**src/design/snw_defs.svh**
```systemverilog
`ifndef SNW_DEFS_SVH
`define SNW_DEFS_SVH
// Overview of operation
// - Status write: opcode, register address, data byte.
// - Only protect and configuration bits are writable.
// - Status write needs write enable latch set.
// - Power-up: protect level, top-bottom, ECC enable set.
// - Opcode 06h sets write enable latch.
// - Opcode 04h clears write enable latch.
// - Latch clears at power-up and write completions.
// - Remap link: A1h, logical then physical address.
// - Twenty links at most, then table full.
// - A5h streams links after eight dummy clocks.
// - Logical address top bits encode link state.
// - ECC enable chooses computed or loaded spare bytes.
// - Reads update ECC result, high bit means uncorrectable.
// - A9h returns last uncorrectable page address.
// - D8h erases a 64-page block under latch.
// - Extra clocks after erase address discard it.
// - Busy held for erase time, then latch cleared.
// - Protected blocks are never erased.
// - Load: opcode, column, dummy, bytes up to 2112.
// - 02h fills unwritten bytes, 84h keeps them.
// - Four-line loads, disabled by write protect enable.
// - Status reads allowed at any time.

// Opcodes.
`define SNW_OP_WREN 8'h06
`define SNW_OP_WRDI 8'h04
`define SNW_OP_SRW1 8'h1f
`define SNW_OP_SRW2 8'h01
`define SNW_OP_SRR1 8'h0f
`define SNW_OP_SRR2 8'h05
`define SNW_OP_LINK 8'ha1
`define SNW_OP_TBL 8'ha5
`define SNW_OP_FAIL 8'ha9
`define SNW_OP_ERASE 8'hd8
`define SNW_OP_LOAD 8'h02
`define SNW_OP_RLOAD 8'h84
`define SNW_OP_QLOAD 8'h32
`define SNW_OP_QRLOAD 8'h34

// Register address high nibbles.
`define SNW_RA_PROT 4'ha
`define SNW_RA_CONF 4'hb
`define SNW_RA_STAT 4'hc

// Protect register field positions.
`define SNW_PR_SRP0 7
`define SNW_PR_BP_HI 6
`define SNW_PR_BP_LO 3
`define SNW_PR_TB 2
`define SNW_PR_WPE 1
`define SNW_PR_SRP1 0
// Configuration register field positions.
`define SNW_CR_OTPL 7
`define SNW_CR_OTPE 6
`define SNW_CR_SR1L 5
`define SNW_CR_ECCE 4
`define SNW_CR_BUF 3
// Status register field positions.
`define SNW_SR_FULL 6
`define SNW_SR_ECC_HI 5
`define SNW_SR_ECC_LO 4
`define SNW_SR_WEL 1
`define SNW_SR_BUSY 0

// Reset value of the writable bits, in snw_cfg_t order.
`define SNW_CFG_RST 13'h07c2

// Sizes and counts.
`define SNW_LINKS 20
`define SNW_BUF_BYTES 13'd2112
`define SNW_ARG_STS 6'd16
`define SNW_ARG_LINK 6'd32
`define SNW_ARG_DUMMY 6'd8
`define SNW_ARG_ADDR 6'd24
`define SNW_CLK_MHZ 20
`define SNW_ERASE_US 2000
`endif

```
**src/design/snw_pkg.sv**
```systemverilog
package snw_pkg;
  // Frame sequencer states.
  typedef enum logic [2:0] {
    ST_OP, ST_ARG, ST_LOAD, ST_OUT, ST_HOLD, ST_IGN
  } snw_state_t;

  // One word on its way to the page buffer.
  typedef struct packed {
    logic fill_ff;
    logic [11:0] col;
    logic [7:0] data;
  } snw_wr_t;

  // Writable protect and configuration bits.
  typedef struct packed {
    logic [1:0] srp;
    logic tb;
    logic [3:0] bp;
    logic wpe;
    logic otpl;
    logic otpe;
    logic sr1l;
    logic ecce;
    logic bufsel;
  } snw_cfg_t;
endpackage

```
**src/design/snw_cmd.sv**
```systemverilog
`timescale 1ns/1ps
`include "snw_defs.svh"
// Serial instruction decoder for the write side of the flash.
// The serial pins are sampled on mclk_in, so the serial clock must run
// well below half the system clock rate.
module snw_cmd import snw_pkg::*; #(
  // Self-timed erase length in system clock cycles.
  parameter int ERASE_CYC = `SNW_ERASE_US * `SNW_CLK_MHZ
) (
  // Clock and reset.
  input wire logic mclk_in,
  input wire logic reset_n_in,
  // Serial pins.
  input wire logic cs_n_in,
  input wire logic sclk_in,
  input wire logic [3:0] io_in,
  output logic dout_out,
  output logic dout_oe_out,
  // Array side events.
  input wire logic ext_busy_in,
  input wire logic prog_done_in,
  input wire logic reset_done_in,
  input wire logic ecc_upd_in,
  input wire logic [1:0] ecc_res_in,
  input wire logic [15:0] fail_page_in,
  // Erase request.
  output logic erase_req_out,
  output logic [15:0] erase_page_out,
  // Page buffer write stream.
  output logic wr_valid_out,
  output snw_wr_t wr_data_out,
  input wire logic wr_ready_in,
  // Status and configuration bits.
  output logic wel_out,
  output logic busy_out,
  output snw_cfg_t cfg_out,
  output logic [1:0] ecc_result_out,
  output logic remap_table_full_out
);
  // Edge detection of the serial pins.
  logic sclk_q, cs_q;
  // Frame state.
  snw_state_t state, next_state;
  logic [7:0] op, next_op;
  logic [31:0] sh, next_sh;
  logic [5:0] cnt, next_cnt;
  logic [5:0] need, next_need;
  logic [2:0] bc, next_bc;
  logic [12:0] col, next_col;
  logic fill, next_fill;
  logic [9:0] oc, next_oc;
  logic [7:0] radr, next_radr;
  logic dout, next_dout, doe, next_doe;
  // Device state.
  logic write_enable_latch, next_wel;
  logic busy, next_busy;
  logic [19:0] ecnt, next_ecnt;
  snw_cfg_t cfg, next_cfg;
  logic [1:0] ecc, next_ecc;
  logic [15:0] fpage, next_fpage;
  logic ereq, next_ereq;
  logic [15:0] epage, next_epage;
  // Pending word waiting for buffer space.
  logic pv, next_pv;
  snw_wr_t pd, next_pd;
  logic pready;
  // Remap table hookup.
  logic add, next_add;
  logic [31:0] tword;
  logic full;

  logic rise, fall, cs_up;
  assign rise = sclk_in && !sclk_q && !cs_n_in;
  assign fall = !sclk_in && sclk_q && !cs_n_in;
  assign cs_up = cs_n_in && !cs_q;

  // True when the block of a page falls in the protected range.
  function automatic logic prot_hit(input logic [3:0] bp, input logic tb,
                                    input logic [15:0] page);
    logic [10:0] sz;
    logic [10:0] blk;
    blk = {1'b0, page[15:6]};
    sz = 11'd1 << (bp - 4'd1);
    if (bp == 4'h0) begin
      prot_hit = 1'b0;
    end else if (bp > 4'ha) begin
      prot_hit = 1'b1;
    end else if (tb) begin
      prot_hit = (blk < sz);
    end else begin
      prot_hit = (blk >= (11'd1024 - sz));
    end
  endfunction

  // Readback byte of a status register address.
  function automatic logic [7:0] stat_byte(input logic [7:0] a);
    logic [7:0] b;
    b = 8'h00;
    case (a[7:4])
      `SNW_RA_PROT: begin
        b[`SNW_PR_SRP0] = cfg.srp[0];
        b[`SNW_PR_BP_HI:`SNW_PR_BP_LO] = cfg.bp;
        b[`SNW_PR_TB] = cfg.tb;
        b[`SNW_PR_WPE] = cfg.wpe;
        b[`SNW_PR_SRP1] = cfg.srp[1];
      end
      `SNW_RA_CONF: begin
        b[`SNW_CR_OTPL] = cfg.otpl;
        b[`SNW_CR_OTPE] = cfg.otpe;
        b[`SNW_CR_SR1L] = cfg.sr1l;
        b[`SNW_CR_ECCE] = cfg.ecce;
        b[`SNW_CR_BUF] = cfg.bufsel;
      end
      `SNW_RA_STAT: begin
        b[`SNW_SR_FULL] = full;
        b[`SNW_SR_ECC_HI] = ecc[1];
        b[`SNW_SR_ECC_LO] = ecc[0];
        b[`SNW_SR_WEL] = write_enable_latch;
        b[`SNW_SR_BUSY] = busy;
      end
      default: b = 8'h00;
    endcase
    stat_byte = b;
  endfunction

  // Next state of the whole instruction sequencer.
  always_comb begin
    logic ok;
    logic [5:0] nd;
    logic [7:0] b;
    logic [7:0] sb;
    ok = 1'b0;
    nd = `SNW_ARG_DUMMY;
    b = {sh[6:0], io_in[0]};
    sb = stat_byte(radr);
    next_state = state;
    next_op = op;
    next_sh = sh;
    next_cnt = cnt;
    next_need = need;
    next_bc = bc;
    next_col = col;
    next_fill = fill;
    next_oc = oc;
    next_radr = radr;
    next_dout = dout;
    next_doe = doe;
    next_wel = write_enable_latch;
    next_ecnt = ecnt;
    next_cfg = cfg;
    next_ecc = ecc;
    next_fpage = fpage;
    next_ereq = 1'b0;
    next_epage = epage;
    next_pv = pv;
    next_pd = pd;
    next_add = 1'b0;
    if (ecnt != 20'd0) begin
      next_ecnt = ecnt - 20'd1;
      if (ecnt == 20'd1) begin
        next_wel = 1'b0;
      end
    end
    if (prog_done_in || reset_done_in) begin
      next_wel = 1'b0;
    end
    if (ecc_upd_in) begin
      next_ecc = ecc_res_in;
      if (ecc_res_in[1]) begin
        next_fpage = fail_page_in;
      end
    end
    if (pv && pready) begin
      next_pv = 1'b0;
    end
    // Deselect ends every frame and releases the output.
    if (cs_n_in) begin
      next_state = ST_OP;
      next_cnt = 6'd0;
      next_doe = 1'b0;
    end
    if (cs_up && state == ST_HOLD) begin
      if (!prot_hit(cfg.bp, cfg.tb, epage)) begin
        next_ereq = 1'b1;
        next_ecnt = 20'(ERASE_CYC);
      end else begin
        next_wel = 1'b0;
      end
    end else if (rise) begin
      case (state)
        ST_OP: begin
          next_sh = {sh[30:0], io_in[0]};
          next_cnt = cnt + 6'd1;
          if (cnt == 6'd7) begin
            next_op = b;
            next_cnt = 6'd0;
            case (b)
              `SNW_OP_WREN: next_wel = 1'b1;
              `SNW_OP_WRDI: next_wel = 1'b0;
              `SNW_OP_SRW1, `SNW_OP_SRW2: begin
                ok = write_enable_latch && !busy;
                nd = `SNW_ARG_STS;
              end
              `SNW_OP_LINK: begin
                ok = !busy;
                nd = `SNW_ARG_LINK;
              end
              `SNW_OP_SRR1, `SNW_OP_SRR2, `SNW_OP_TBL, `SNW_OP_FAIL: ok = 1'b1;
              `SNW_OP_ERASE, `SNW_OP_LOAD, `SNW_OP_RLOAD: begin
                ok = write_enable_latch && !busy;
                nd = `SNW_ARG_ADDR;
              end
              `SNW_OP_QLOAD, `SNW_OP_QRLOAD: begin
                ok = write_enable_latch && !busy && !cfg.wpe;
                nd = `SNW_ARG_ADDR;
              end
              default: ok = 1'b0;
            endcase
            next_need = nd;
            next_state = ok ? ST_ARG : ST_IGN;
          end
        end
        ST_ARG: begin
          next_sh = {sh[30:0], io_in[0]};
          next_cnt = cnt + 6'd1;
          if (cnt == need - 6'd1) begin
            next_cnt = 6'd0;
            next_state = ST_IGN;
            case (op)
              `SNW_OP_SRW1, `SNW_OP_SRW2: begin
                if (next_sh[15:12] == `SNW_RA_PROT) begin
                  next_cfg.srp = {next_sh[`SNW_PR_SRP1], next_sh[`SNW_PR_SRP0]};
                  next_cfg.bp = next_sh[`SNW_PR_BP_HI:`SNW_PR_BP_LO];
                  next_cfg.tb = next_sh[`SNW_PR_TB];
                  next_cfg.wpe = next_sh[`SNW_PR_WPE];
                end else if (next_sh[15:12] == `SNW_RA_CONF) begin
                  next_cfg.otpl = next_sh[`SNW_CR_OTPL];
                  next_cfg.otpe = next_sh[`SNW_CR_OTPE];
                  next_cfg.sr1l = next_sh[`SNW_CR_SR1L];
                  next_cfg.ecce = next_sh[`SNW_CR_ECCE];
                  next_cfg.bufsel = next_sh[`SNW_CR_BUF];
                end
                next_wel = 1'b0;
              end
              `SNW_OP_LINK: next_add = !full;
              `SNW_OP_ERASE: begin
                next_epage = next_sh[15:0];
                next_state = ST_HOLD;
              end
              `SNW_OP_LOAD, `SNW_OP_RLOAD, `SNW_OP_QLOAD, `SNW_OP_QRLOAD: begin
                next_col = {1'b0, next_sh[19:8]};
                next_fill = (op == `SNW_OP_LOAD) || (op == `SNW_OP_QLOAD);
                next_bc = 3'd0;
                next_state = ST_LOAD;
              end
              default: begin
                next_radr = next_sh[7:0];
                next_oc = 10'd0;
                next_state = ST_OUT;
              end
            endcase
          end
        end
        ST_LOAD: begin
          next_bc = bc + 3'd1;
          if (op == `SNW_OP_QLOAD || op == `SNW_OP_QRLOAD) begin
            next_sh = {sh[27:0], io_in};
          end else begin
            next_sh = {sh[30:0], io_in[0]};
          end
          if (next_bc[0] == 1'b0 && (bc == 3'd7 ||
              ((op == `SNW_OP_QLOAD || op == `SNW_OP_QRLOAD) && bc == 3'd1))) begin
            next_bc = 3'd0;
            if (col < `SNW_BUF_BYTES && !next_pv) begin
              next_pv = 1'b1;
              next_pd = '{fill_ff: fill, col: col[11:0], data: next_sh[7:0]};
              next_fill = 1'b0;
            end
            if (col != 13'h1fff) begin
              next_col = col + 13'd1;
            end
          end
        end
        ST_HOLD: next_state = ST_IGN;
        default: next_state = state;
      endcase
    end
    // Output bits change on the falling serial edge.
    if (fall && state == ST_OUT) begin
      next_doe = 1'b1;
      next_oc = oc + 10'd1;
      case (op)
        `SNW_OP_TBL: next_dout = tword[~oc[4:0]];
        `SNW_OP_FAIL: next_dout = (oc < 10'd16) ? fpage[~oc[3:0]] : 1'b0;
        default: next_dout = sb[~oc[2:0]];
      endcase
    end
    next_busy = (next_ecnt != 20'd0) || ext_busy_in;
  end

  // Sequencer registers.
  always_ff @(posedge mclk_in) begin
    if (!reset_n_in) begin
      sclk_q <= 1'b0;
      cs_q <= 1'b1;
      state <= ST_OP;
      op <= 8'h00;
      sh <= 32'h0;
      cnt <= 6'd0;
      need <= 6'd0;
      bc <= 3'd0;
      col <= 13'h0;
      fill <= 1'b0;
      oc <= 10'h0;
      radr <= 8'h00;
      dout <= 1'b0;
      doe <= 1'b0;
      write_enable_latch <= 1'b0;
      busy <= 1'b0;
      ecnt <= 20'h0;
      cfg <= `SNW_CFG_RST;
      ecc <= 2'h0;
      fpage <= 16'h0;
      ereq <= 1'b0;
      epage <= 16'h0;
      pv <= 1'b0;
      pd <= '0;
      add <= 1'b0;
    end else begin
      sclk_q <= sclk_in;
      cs_q <= cs_n_in;
      state <= next_state;
      op <= next_op;
      sh <= next_sh;
      cnt <= next_cnt;
      need <= next_need;
      bc <= next_bc;
      col <= next_col;
      fill <= next_fill;
      oc <= next_oc;
      radr <= next_radr;
      dout <= next_dout;
      doe <= next_doe;
      write_enable_latch <= next_wel;
      busy <= next_busy;
      ecnt <= next_ecnt;
      cfg <= next_cfg;
      ecc <= next_ecc;
      fpage <= next_fpage;
      ereq <= next_ereq;
      epage <= next_epage;
      pv <= next_pv;
      pd <= next_pd;
      add <= next_add;
    end
  end

  // Stalls reach the pending word, so a full buffer holds it.
  snw_buf2 snw_buf2_inst (
    .mclk_in(mclk_in),
    .reset_n_in(reset_n_in),
    .in_valid_in(pv),
    .in_data_in(pd),
    .in_ready_out(pready),
    .out_valid_out(wr_valid_out),
    .out_data_out(wr_data_out),
    .out_ready_in(wr_ready_in)
  );

  snw_remap snw_remap_inst (
    .mclk_in(mclk_in),
    .reset_n_in(reset_n_in),
    .add_in(add),
    .lba_in(sh[31:16]),
    .pba_in(sh[15:0]),
    .idx_in(oc[9:5]),
    .word_out(tword),
    .full_out(full)
  );

  assign dout_out = dout;
  assign dout_oe_out = doe;
  assign erase_req_out = ereq;
  assign erase_page_out = epage;
  assign wel_out = write_enable_latch;
  assign busy_out = busy;
  assign cfg_out = cfg;
  assign ecc_result_out = ecc;
  assign remap_table_full_out = full;
endmodule

```
**src/design/snw_buf2.sv**
```systemverilog
`timescale 1ns/1ps
// Two-entry buffer that lets the page buffer stall without losing a word.
module snw_buf2 import snw_pkg::*; (
  // Clock and reset.
  input wire logic mclk_in,
  input wire logic reset_n_in,
  // Filling side.
  input wire logic in_valid_in,
  input wire snw_wr_t in_data_in,
  output logic in_ready_out,
  // Draining side.
  output logic out_valid_out,
  output snw_wr_t out_data_out,
  input wire logic out_ready_in
);
  snw_wr_t mem [0:1];
  snw_wr_t next_mem [0:1];
  logic wp, rp, next_wp, next_rp;
  logic [1:0] cnt, next_cnt;
  logic vld, next_vld;

  // Pointer and count update; push and pop may meet in one cycle.
  always_comb begin
    logic push;
    logic pop;
    push = in_valid_in && (cnt != 2'd2);
    pop = vld && out_ready_in;
    next_mem = mem;
    next_wp = wp;
    next_rp = rp;
    next_cnt = cnt;
    if (push) begin
      next_mem[wp] = in_data_in;
      next_wp = ~wp;
    end
    if (pop) begin
      next_rp = ~rp;
    end
    next_cnt = cnt + {1'b0, push} - {1'b0, pop};
    next_vld = (next_cnt != 2'd0);
  end

  // State registers.
  always_ff @(posedge mclk_in) begin
    if (!reset_n_in) begin
      wp <= 1'b0;
      rp <= 1'b0;
      cnt <= 2'd0;
      vld <= 1'b0;
      mem[0] <= '0;
      mem[1] <= '0;
    end else begin
      wp <= next_wp;
      rp <= next_rp;
      cnt <= next_cnt;
      vld <= next_vld;
      mem <= next_mem;
    end
  end

  assign in_ready_out = (cnt != 2'd2);
  assign out_valid_out = vld;
  assign out_data_out = mem[rp];
endmodule

```
**src/design/snw_remap.sv**
```systemverilog
`timescale 1ns/1ps
`include "snw_defs.svh"
// Remap table of logical to physical block links.
// The table is held in flops and clears at reset; a real part keeps it.
module snw_remap import snw_pkg::*; (
  // Clock and reset.
  input wire logic mclk_in,
  input wire logic reset_n_in,
  // Link add request, one-cycle pulse.
  input wire logic add_in,
  input wire logic [15:0] lba_in,
  input wire logic [15:0] pba_in,
  // Read port.
  input wire logic [4:0] idx_in,
  output logic [31:0] word_out,
  output logic full_out
);
  logic [31:0] tbl [0:`SNW_LINKS-1];
  logic [31:0] next_tbl [0:`SNW_LINKS-1];
  logic [4:0] used, next_used;
  logic full, next_full;

  // Append a link while free entries remain.
  always_comb begin
    next_tbl = tbl;
    next_used = used;
    if (add_in && !full) begin
      next_tbl[used] = {2'b10, lba_in[13:0], pba_in};
      next_used = used + 5'd1;
    end
    next_full = (next_used == 5'(`SNW_LINKS));
  end

  // Table registers; free entries read back as zero.
  always_ff @(posedge mclk_in) begin
    if (!reset_n_in) begin
      used <= 5'd0;
      full <= 1'b0;
      for (int i = 0; i < `SNW_LINKS; i++) begin
        tbl[i] <= 32'h0;
      end
    end else begin
      used <= next_used;
      full <= next_full;
      tbl <= next_tbl;
    end
  end

  assign word_out = (idx_in < 5'(`SNW_LINKS)) ? tbl[idx_in] : 32'h0;
  assign full_out = full;
endmodule

```
**config.mk**
```make
export PLATFORM = sky130hd
export DESIGN_NAME = snw_cmd
export DESIGN_NICKNAME = d
export VERILOG_FILES = /design/src/design/snw_pkg.sv /design/src/design/snw_cmd.sv /design/src/design/snw_buf2.sv /design/src/design/snw_remap.sv
export VERILOG_INCLUDE_DIRS = /design/src /design/src/design
export SDC_FILE = /design/constraint.sdc
export NUM_CORES = 2
export LEC_CHECK = 0
export BUFFER_PORTS_ARGS = -buffer_cell sky130_fd_sc_hd__buf_2
export CAP_MARGIN = 25
export CORE_MARGIN = 3
export CORE_UTILIZATION = 45
export DETAILED_ROUTE_END_ITERATION = 10
export PLACE_DENSITY = 0.62
export SLEW_MARGIN = 25
export SYNTH_ARGS = -nofsm -noshare
export SYNTH_HDL_FRONTEND = slang
export SYNTH_HIERARCHICAL = 1
export SYNTH_SLANG_ARGS = --single-unit
```
**constraint.sdc**
```tcl
create_clock -name mclk_in -period 3.3 [get_ports mclk_in]
set_input_delay 0.165 -clock mclk_in [delete_from_list [all_inputs] [get_ports mclk_in]]
set_output_delay 0.165 -clock mclk_in [all_outputs]
set_load 0.01 [all_outputs]
```
After elaboration in Yosys (flattened, before gate mapping)
Cells that the tools add are included.
{ "classes": {"add_sub_neg": 11, "order_cmp": 15, "eq_ne": 49, "shift": 1, "mux": 96, "bitwise_logic": 18, "n_reduce_logical": 65} }
{ "ops": {"columns": ["cell", "count"], "rows": [
  ["$bwmux 640", 1],
  ["$bmux 32 s5", 1],
  ["$demux 32 s5", 1],
  ["$mux 32", 4],
  ["$mux 21", 4],
  ["$eq 8x8->1 const B", 10],
  ["$mux 10", 6],
  ["$mux 20", 3],
  ["$pmux 30 s2", 1],
  ["$mux 13", 4],
  ["$bwmux 42", 1],
  ["$reduce_bool 20->1", 2],
  ["$mux 1", 35],
  ["$eq 8x6->1 const B", 4],
  ["$mux 30", 1],
  ["$mux 6", 5],
  ["$mux 3", 9],
  ["$pmux 13 s2", 1],
  ["$reduce_and 5->1", 5],
  ["$eq 8x3->1 const B", 3],
  ["$demux 21 s1", 1],
  ["$reduce_and 7->1", 3],
  ["$eq 20x1->1 const B", 1],
  ["$eq 4x4->1 const B", 5],
  ["73 further kinds", 144]
]} }
{ "totals": {"register_bits": 878, "output_inout_bits": 59} }

Depth between registers and ports, before layout
{ "depth": {"word_depth": 13, "depth_mapped": 15, "depth_no_buf": 13} }

Cells and area by module
Netlist, hierarchy kept.
{ "modules_own_cells": {"columns": ["mod", "n_inst", "cells_each", "area_per_inst_um2", "seq_area_each_um2"], "rows": [
  ["snw_remap", 1, 3263, 28294.6, 12532.0],
  ["snw_cmd", 1, 1155, 10025.9, 3603.5],
  ["snw_buf2", 1, 232, 2054.5, 940.9]
]} }

Worst setup path after synthesis
OpenSTA, ideal clock, no wires.
{ "synth_timing": {"path_type": "reg2reg", "from": "reg oc[5]", "to": "reg dout, in the netlist dout_out", "setup_ns": 0.135, "arrival_time_ns": 2.904, "required_time_ns": 3.165, "slack_ns": 0.261, "path_stages_with_launch": 12, "n_path_buf": 3, "period_less_slack_ns": 3.039, "path_cell_list": "dfxtp_1 -> buf_2 -> buf_2 -> buf_2 -> mux4_2 -> mux2i_1 -> o211ai_1 -> mux4_2 -> mux4_2 -> nand2b_1 -> a31oi_1 -> a31oi_1"} }
{ "synth_between": {"elab_chain_cells": 8} }
{ "synth_rtl": {"columns": ["element", "line", "text"], "rows": [
  ["start: declaration", "snw_cmd.sv:51", "logic [9:0] oc, next_oc;"],
  ["start signal: assignment", "snw_cmd.sv:340", "oc <= next_oc;"],
  ["$not 5->6 (not written as such)", "snw_remap.sv:49", "assign word_out = (idx_in < 5'(`SNW_LINKS)) ? tbl[idx_in] : 32'h0;"],
  ["$bmux 32 s5", "snw_remap.sv:49", null],
  ["$mux 32 (not written as such) (2 in series)", "snw_remap.sv:49", null],
  ["$mux 32 (*)", "snw_remap.sv:49", null],
  ["net tword[0]", "snw_cmd.sv:69", "logic [31:0] tword;"],
  ["$bmux 1 s5 (*)", "snw_cmd.sv:293", "`SNW_OP_TBL: next_dout = tword[~oc[4:0]];"],
  ["$mux 1 (not written as such) (*)", "snw_cmd.sv:293", null],
  ["$pmux 1 s2 (*)", "snw_cmd.sv:292", "case (op)"],
  ["end signal: assignment", "snw_cmd.sv:342", "dout <= next_dout;"],
  ["end: declaration", "snw_cmd.sv:53", "logic dout, next_dout, doe, next_doe;"]
]} }
The timed path passes the listed nets; every way through them passes the cells marked *. The select of a mux whose other input is x is not followed.
A chain may end at the register's enable or synchronous reset.

Worst setup path after layout
Same ends and word-level chain as after synthesis.

==> reports/qor.yml <==
timing:
  finalSetupViolations: 0
  maxSlewViolCount: 0
  final.setup.worst_slack_ns: 0.0507
  post_layout_minimum_cycle_time_ns: 3.25
  fin_crit_sh_pct: 98.5
  finalClockSkew_ns: 0.0196
  final-hold-violation-count: 0
  fmaxAchievable_mhz: 308
  rsz0062_at_grt: "true"
  worst-slew-pin-transition_ns: 1.10
  maxSlewHeadroom_pct: 26.6
critical_path:
  crit_fanout: 13
  cp_num_buf_inv: 2
  critPathRequiredTime_ns: 3.78
  critical_path.slowest_cell: "sky130_fd_sc_hd__mux4_2"
  crit_path_leading_delay_family: "multiplexers"
  worst-endpoint-arrival_ns: 3.73
  critPathCaptureType: "flip-flop"
  worstSetupStartpointType: "flip-flop"
  crit_path_cell_trace: "buf_12 > buf_4 > mux4_2 > nand2_1 > o211ai_1 > mux4_2 > mux2_2 > nor3_1 > nor4b_1 > a31oi_1 > a31oi_1"
  critPathMaxStageDelay_ns: 0.54
  worst-setup-path-type: "flip-flop to flip-flop"
layout:
  fin_cells: 5818
  final_layout_size_suffix_gt1_share_pct: 12.8
  finish.instance_area_sq_um: 45400
  fillers: 8314
  final_net_count: 4642
  flow.area_growth_from_synthesis_pct: 12.6
clock_tree:
  cts-root-buf: "sky130_fd_sc_hd__clkbuf_16"
  cts-buffers-inserted: 92
  clk_transition_reported_paths_ns: 0.06
  cts_tree: "built"
  clk_path_buf_depth: 3
  clkLatencyLatePin_ns: 0.66
  clock_sinks: 851
  htree_levels: 3
detailed_routing:
  detailedRoute.firstPassIterationCount: 8
  postRouteWirelength_um: 124000
  via_total_after_detailed_routing: 33136
  detail_route.iter0.violations: 2944
  vias_per_cell: 5.70
  post-route-drc-count: 0
  route.detailed.wl_per_inst_um: 21.3
  detail-route-antenna-nets: 0
grt:
  met3_usage_pct: 3.17
  first_pass_grt_wire_length_um: 191000
  grt_use_total_pct: 25.7
  gr-usage-met1_pct: 35.1
  use_met2_pct: 42.5
  grt_antenna_before_repair: 0
  largest_net_degree_at_the_start_of_global_routing: 235
  grt_busiest_layer: "met2"
  grt_pass1_vias: 31577
  gr-total-overflow: 0
floorplanning:
  initial_core_util_pct: 45.5
  die_x_um: 305
  die_height_um: 305
  floorplan.rows: 109
  fp.dieArea_sq_um: 93200
  core_outline_area_sq_um: 88600
  top_level_ports: 90
placement:
  place_area_sq_um: 41800
  post-dp-hpwl_um: 74900
  detailedPlace.worstSlack_ns: 0.0851
  buffers_on_ports: 89
  post_placement_cell_count: 5613
  gpl.final_weighted_congestion: 0.855
outcome:
  status: "completed"
power:
  largest_voltage_drop_on_the_vdd_net_uv: 398
  report.power.total_w: 0.0232
  power_per_cell_area_nw_per_um2: 511
  cellLeakagePower_nw: 15.1
synth:
  synth.net_count: 4708
  yosysWarnings: 6
  netlist_area_sq_um: 40300
  post_synth_inst_count: 4642
  post_syn_area_per_cell_sq_um: 8.68
run:
  timing.max_cap.violations: 0
worst_hold_path:
  min-delay-path-class: "primary input to flip-flop"
-- where the power goes --
group,switching [W],internal [W]
clock network,0.00439,0.00651
logic,0.000995,0.000660
registers,0.000227,0.0104
total,0.00561,0.0176
-- stage by stage --
| stage | TNS, ns | hold slack, ns | utilization, % |
|---|---|---|---|
| 3_3_place_gp | 0 | 0.409 | 47.1 |
| 6_report | 0 | 0.228 | 51.2 |
| 3_5_place_dp | 0 | 0.413 | 47.1 |
| 5_1_grt | -0.0157 | 0.265 | 51.2 |
| 4_1_cts | 0 | 0.214 | 51.1 |
| 2_1_floorplan | 0 | 0.287 | - |
-- path summary, 6_finish.rpt --
check | startpoint | to | slack (ns) | cells after the start
max reg2reg | oc[5] | dout_out | 0.05 | 11
min | ecc_res_in[1] | fpage[1] | 0.23 | 4
min reg2reg | snw_buf2_inst/mem[26] | snw_buf2_inst/mem[26] | 0.45 | 2
max | oc[5] | dout_out | 0.05 | 11
-- registers in the layout, summed over array words and instances, names as in the netlist, 2 cells and up --
name and cells:
cnt 6, state 3, op 8, snw_buf2_inst/cnt 2
ecnt 20, ecc_result_out 2, cfg_out 13, snw_remap_inst/used 5
oc 10, bc 3, sh 30, fpage 16
erase_page_out 16, col 13, radr 4, need 3
snw_remap_inst/tbl 620, pd 21, snw_buf2_inst/mem 42
-- cell usage in the layout (no fill, tap or decap), drive strengths merged, types with 11 or more instances in the layout --
| cell | count |
|---|---|
| a22oi | 66 |
| mux2i | 253 |
| clkbuf | 134 |
| a211oi | 47 |
| or3 | 13 |
| mux2 | 24 |
| nand2b | 18 |
| dlygate4sd3 | 30 |
| o31ai | 12 |
| nor3 | 29 |
| nor2b | 21 |
| nand3 | 79 |
| a31oi | 19 |
| clkinv | 20 |
| a21oi | 56 |
| and3 | 22 |
| nand4 | 12 |
| mux4 | 108 |
| dfxtp | 851 |
| xnor2 | 16 |
| nand2 | 1429 |
| a21boi | 646 |
| nor2 | 165 |
| inv | 29 |
| ha | 35 |
| and2 | 14 |
| buf | 242 |
| o21ai | 31 |
| o211ai | 35 |
| o21a | 27 |
| xor2 | 11 |
| nor4 | 17 |
-- per-layer routing --
layer | up-vias | wire length, um
met1 | 16084 | 54700
li1 | 15767 | -
met4 | 0 | 3700
met3 | 233 | 7440
met5 | - | 0
met2 | 1052 | 57800
-- worst reg2reg max path, cell delays in order (launching register included) --
cell	delay, ns
sky130_fd_sc_hd__dfxtp_4	0.51
sky130_fd_sc_hd__buf_12	0.21
sky130_fd_sc_hd__buf_4	0.16
sky130_fd_sc_hd__mux4_2	0.52
sky130_fd_sc_hd__nand2_1	0.18
sky130_fd_sc_hd__o211ai_1	0.12
sky130_fd_sc_hd__mux4_2	0.54
sky130_fd_sc_hd__mux2_2	0.30
sky130_fd_sc_hd__nor3_1	0.18
sky130_fd_sc_hd__nor4b_1	0.08
sky130_fd_sc_hd__a31oi_1	0.20
sky130_fd_sc_hd__a31oi_1	0.10
-- layout make-up --
cell class | count | area, sq um | area share [%]
diodes | 1 | 2.50 | 0.00552
clock buffers | 133 | 2720 | 5.99
clock inverters | 37 | 482 | 1.06
inverters | 27 | 104 | 0.229
multi-input cells | 3331 | 21300 | 46.9
flip-flops and latches | 851 | 17100 | 37.6
well taps | 1165 | 1460 | 3.21
repair buffers | 273 | 2270 | 5.00
-- what timing repair did --
item	4_1_cts	5_1_grt
hold buffers	30	0
setup endpoints to repair	0	4
gates resized for setup	0	3
hold endpoints to repair	90	0
buffers inserted	0	2
Power figures use the tool's default switching activity.
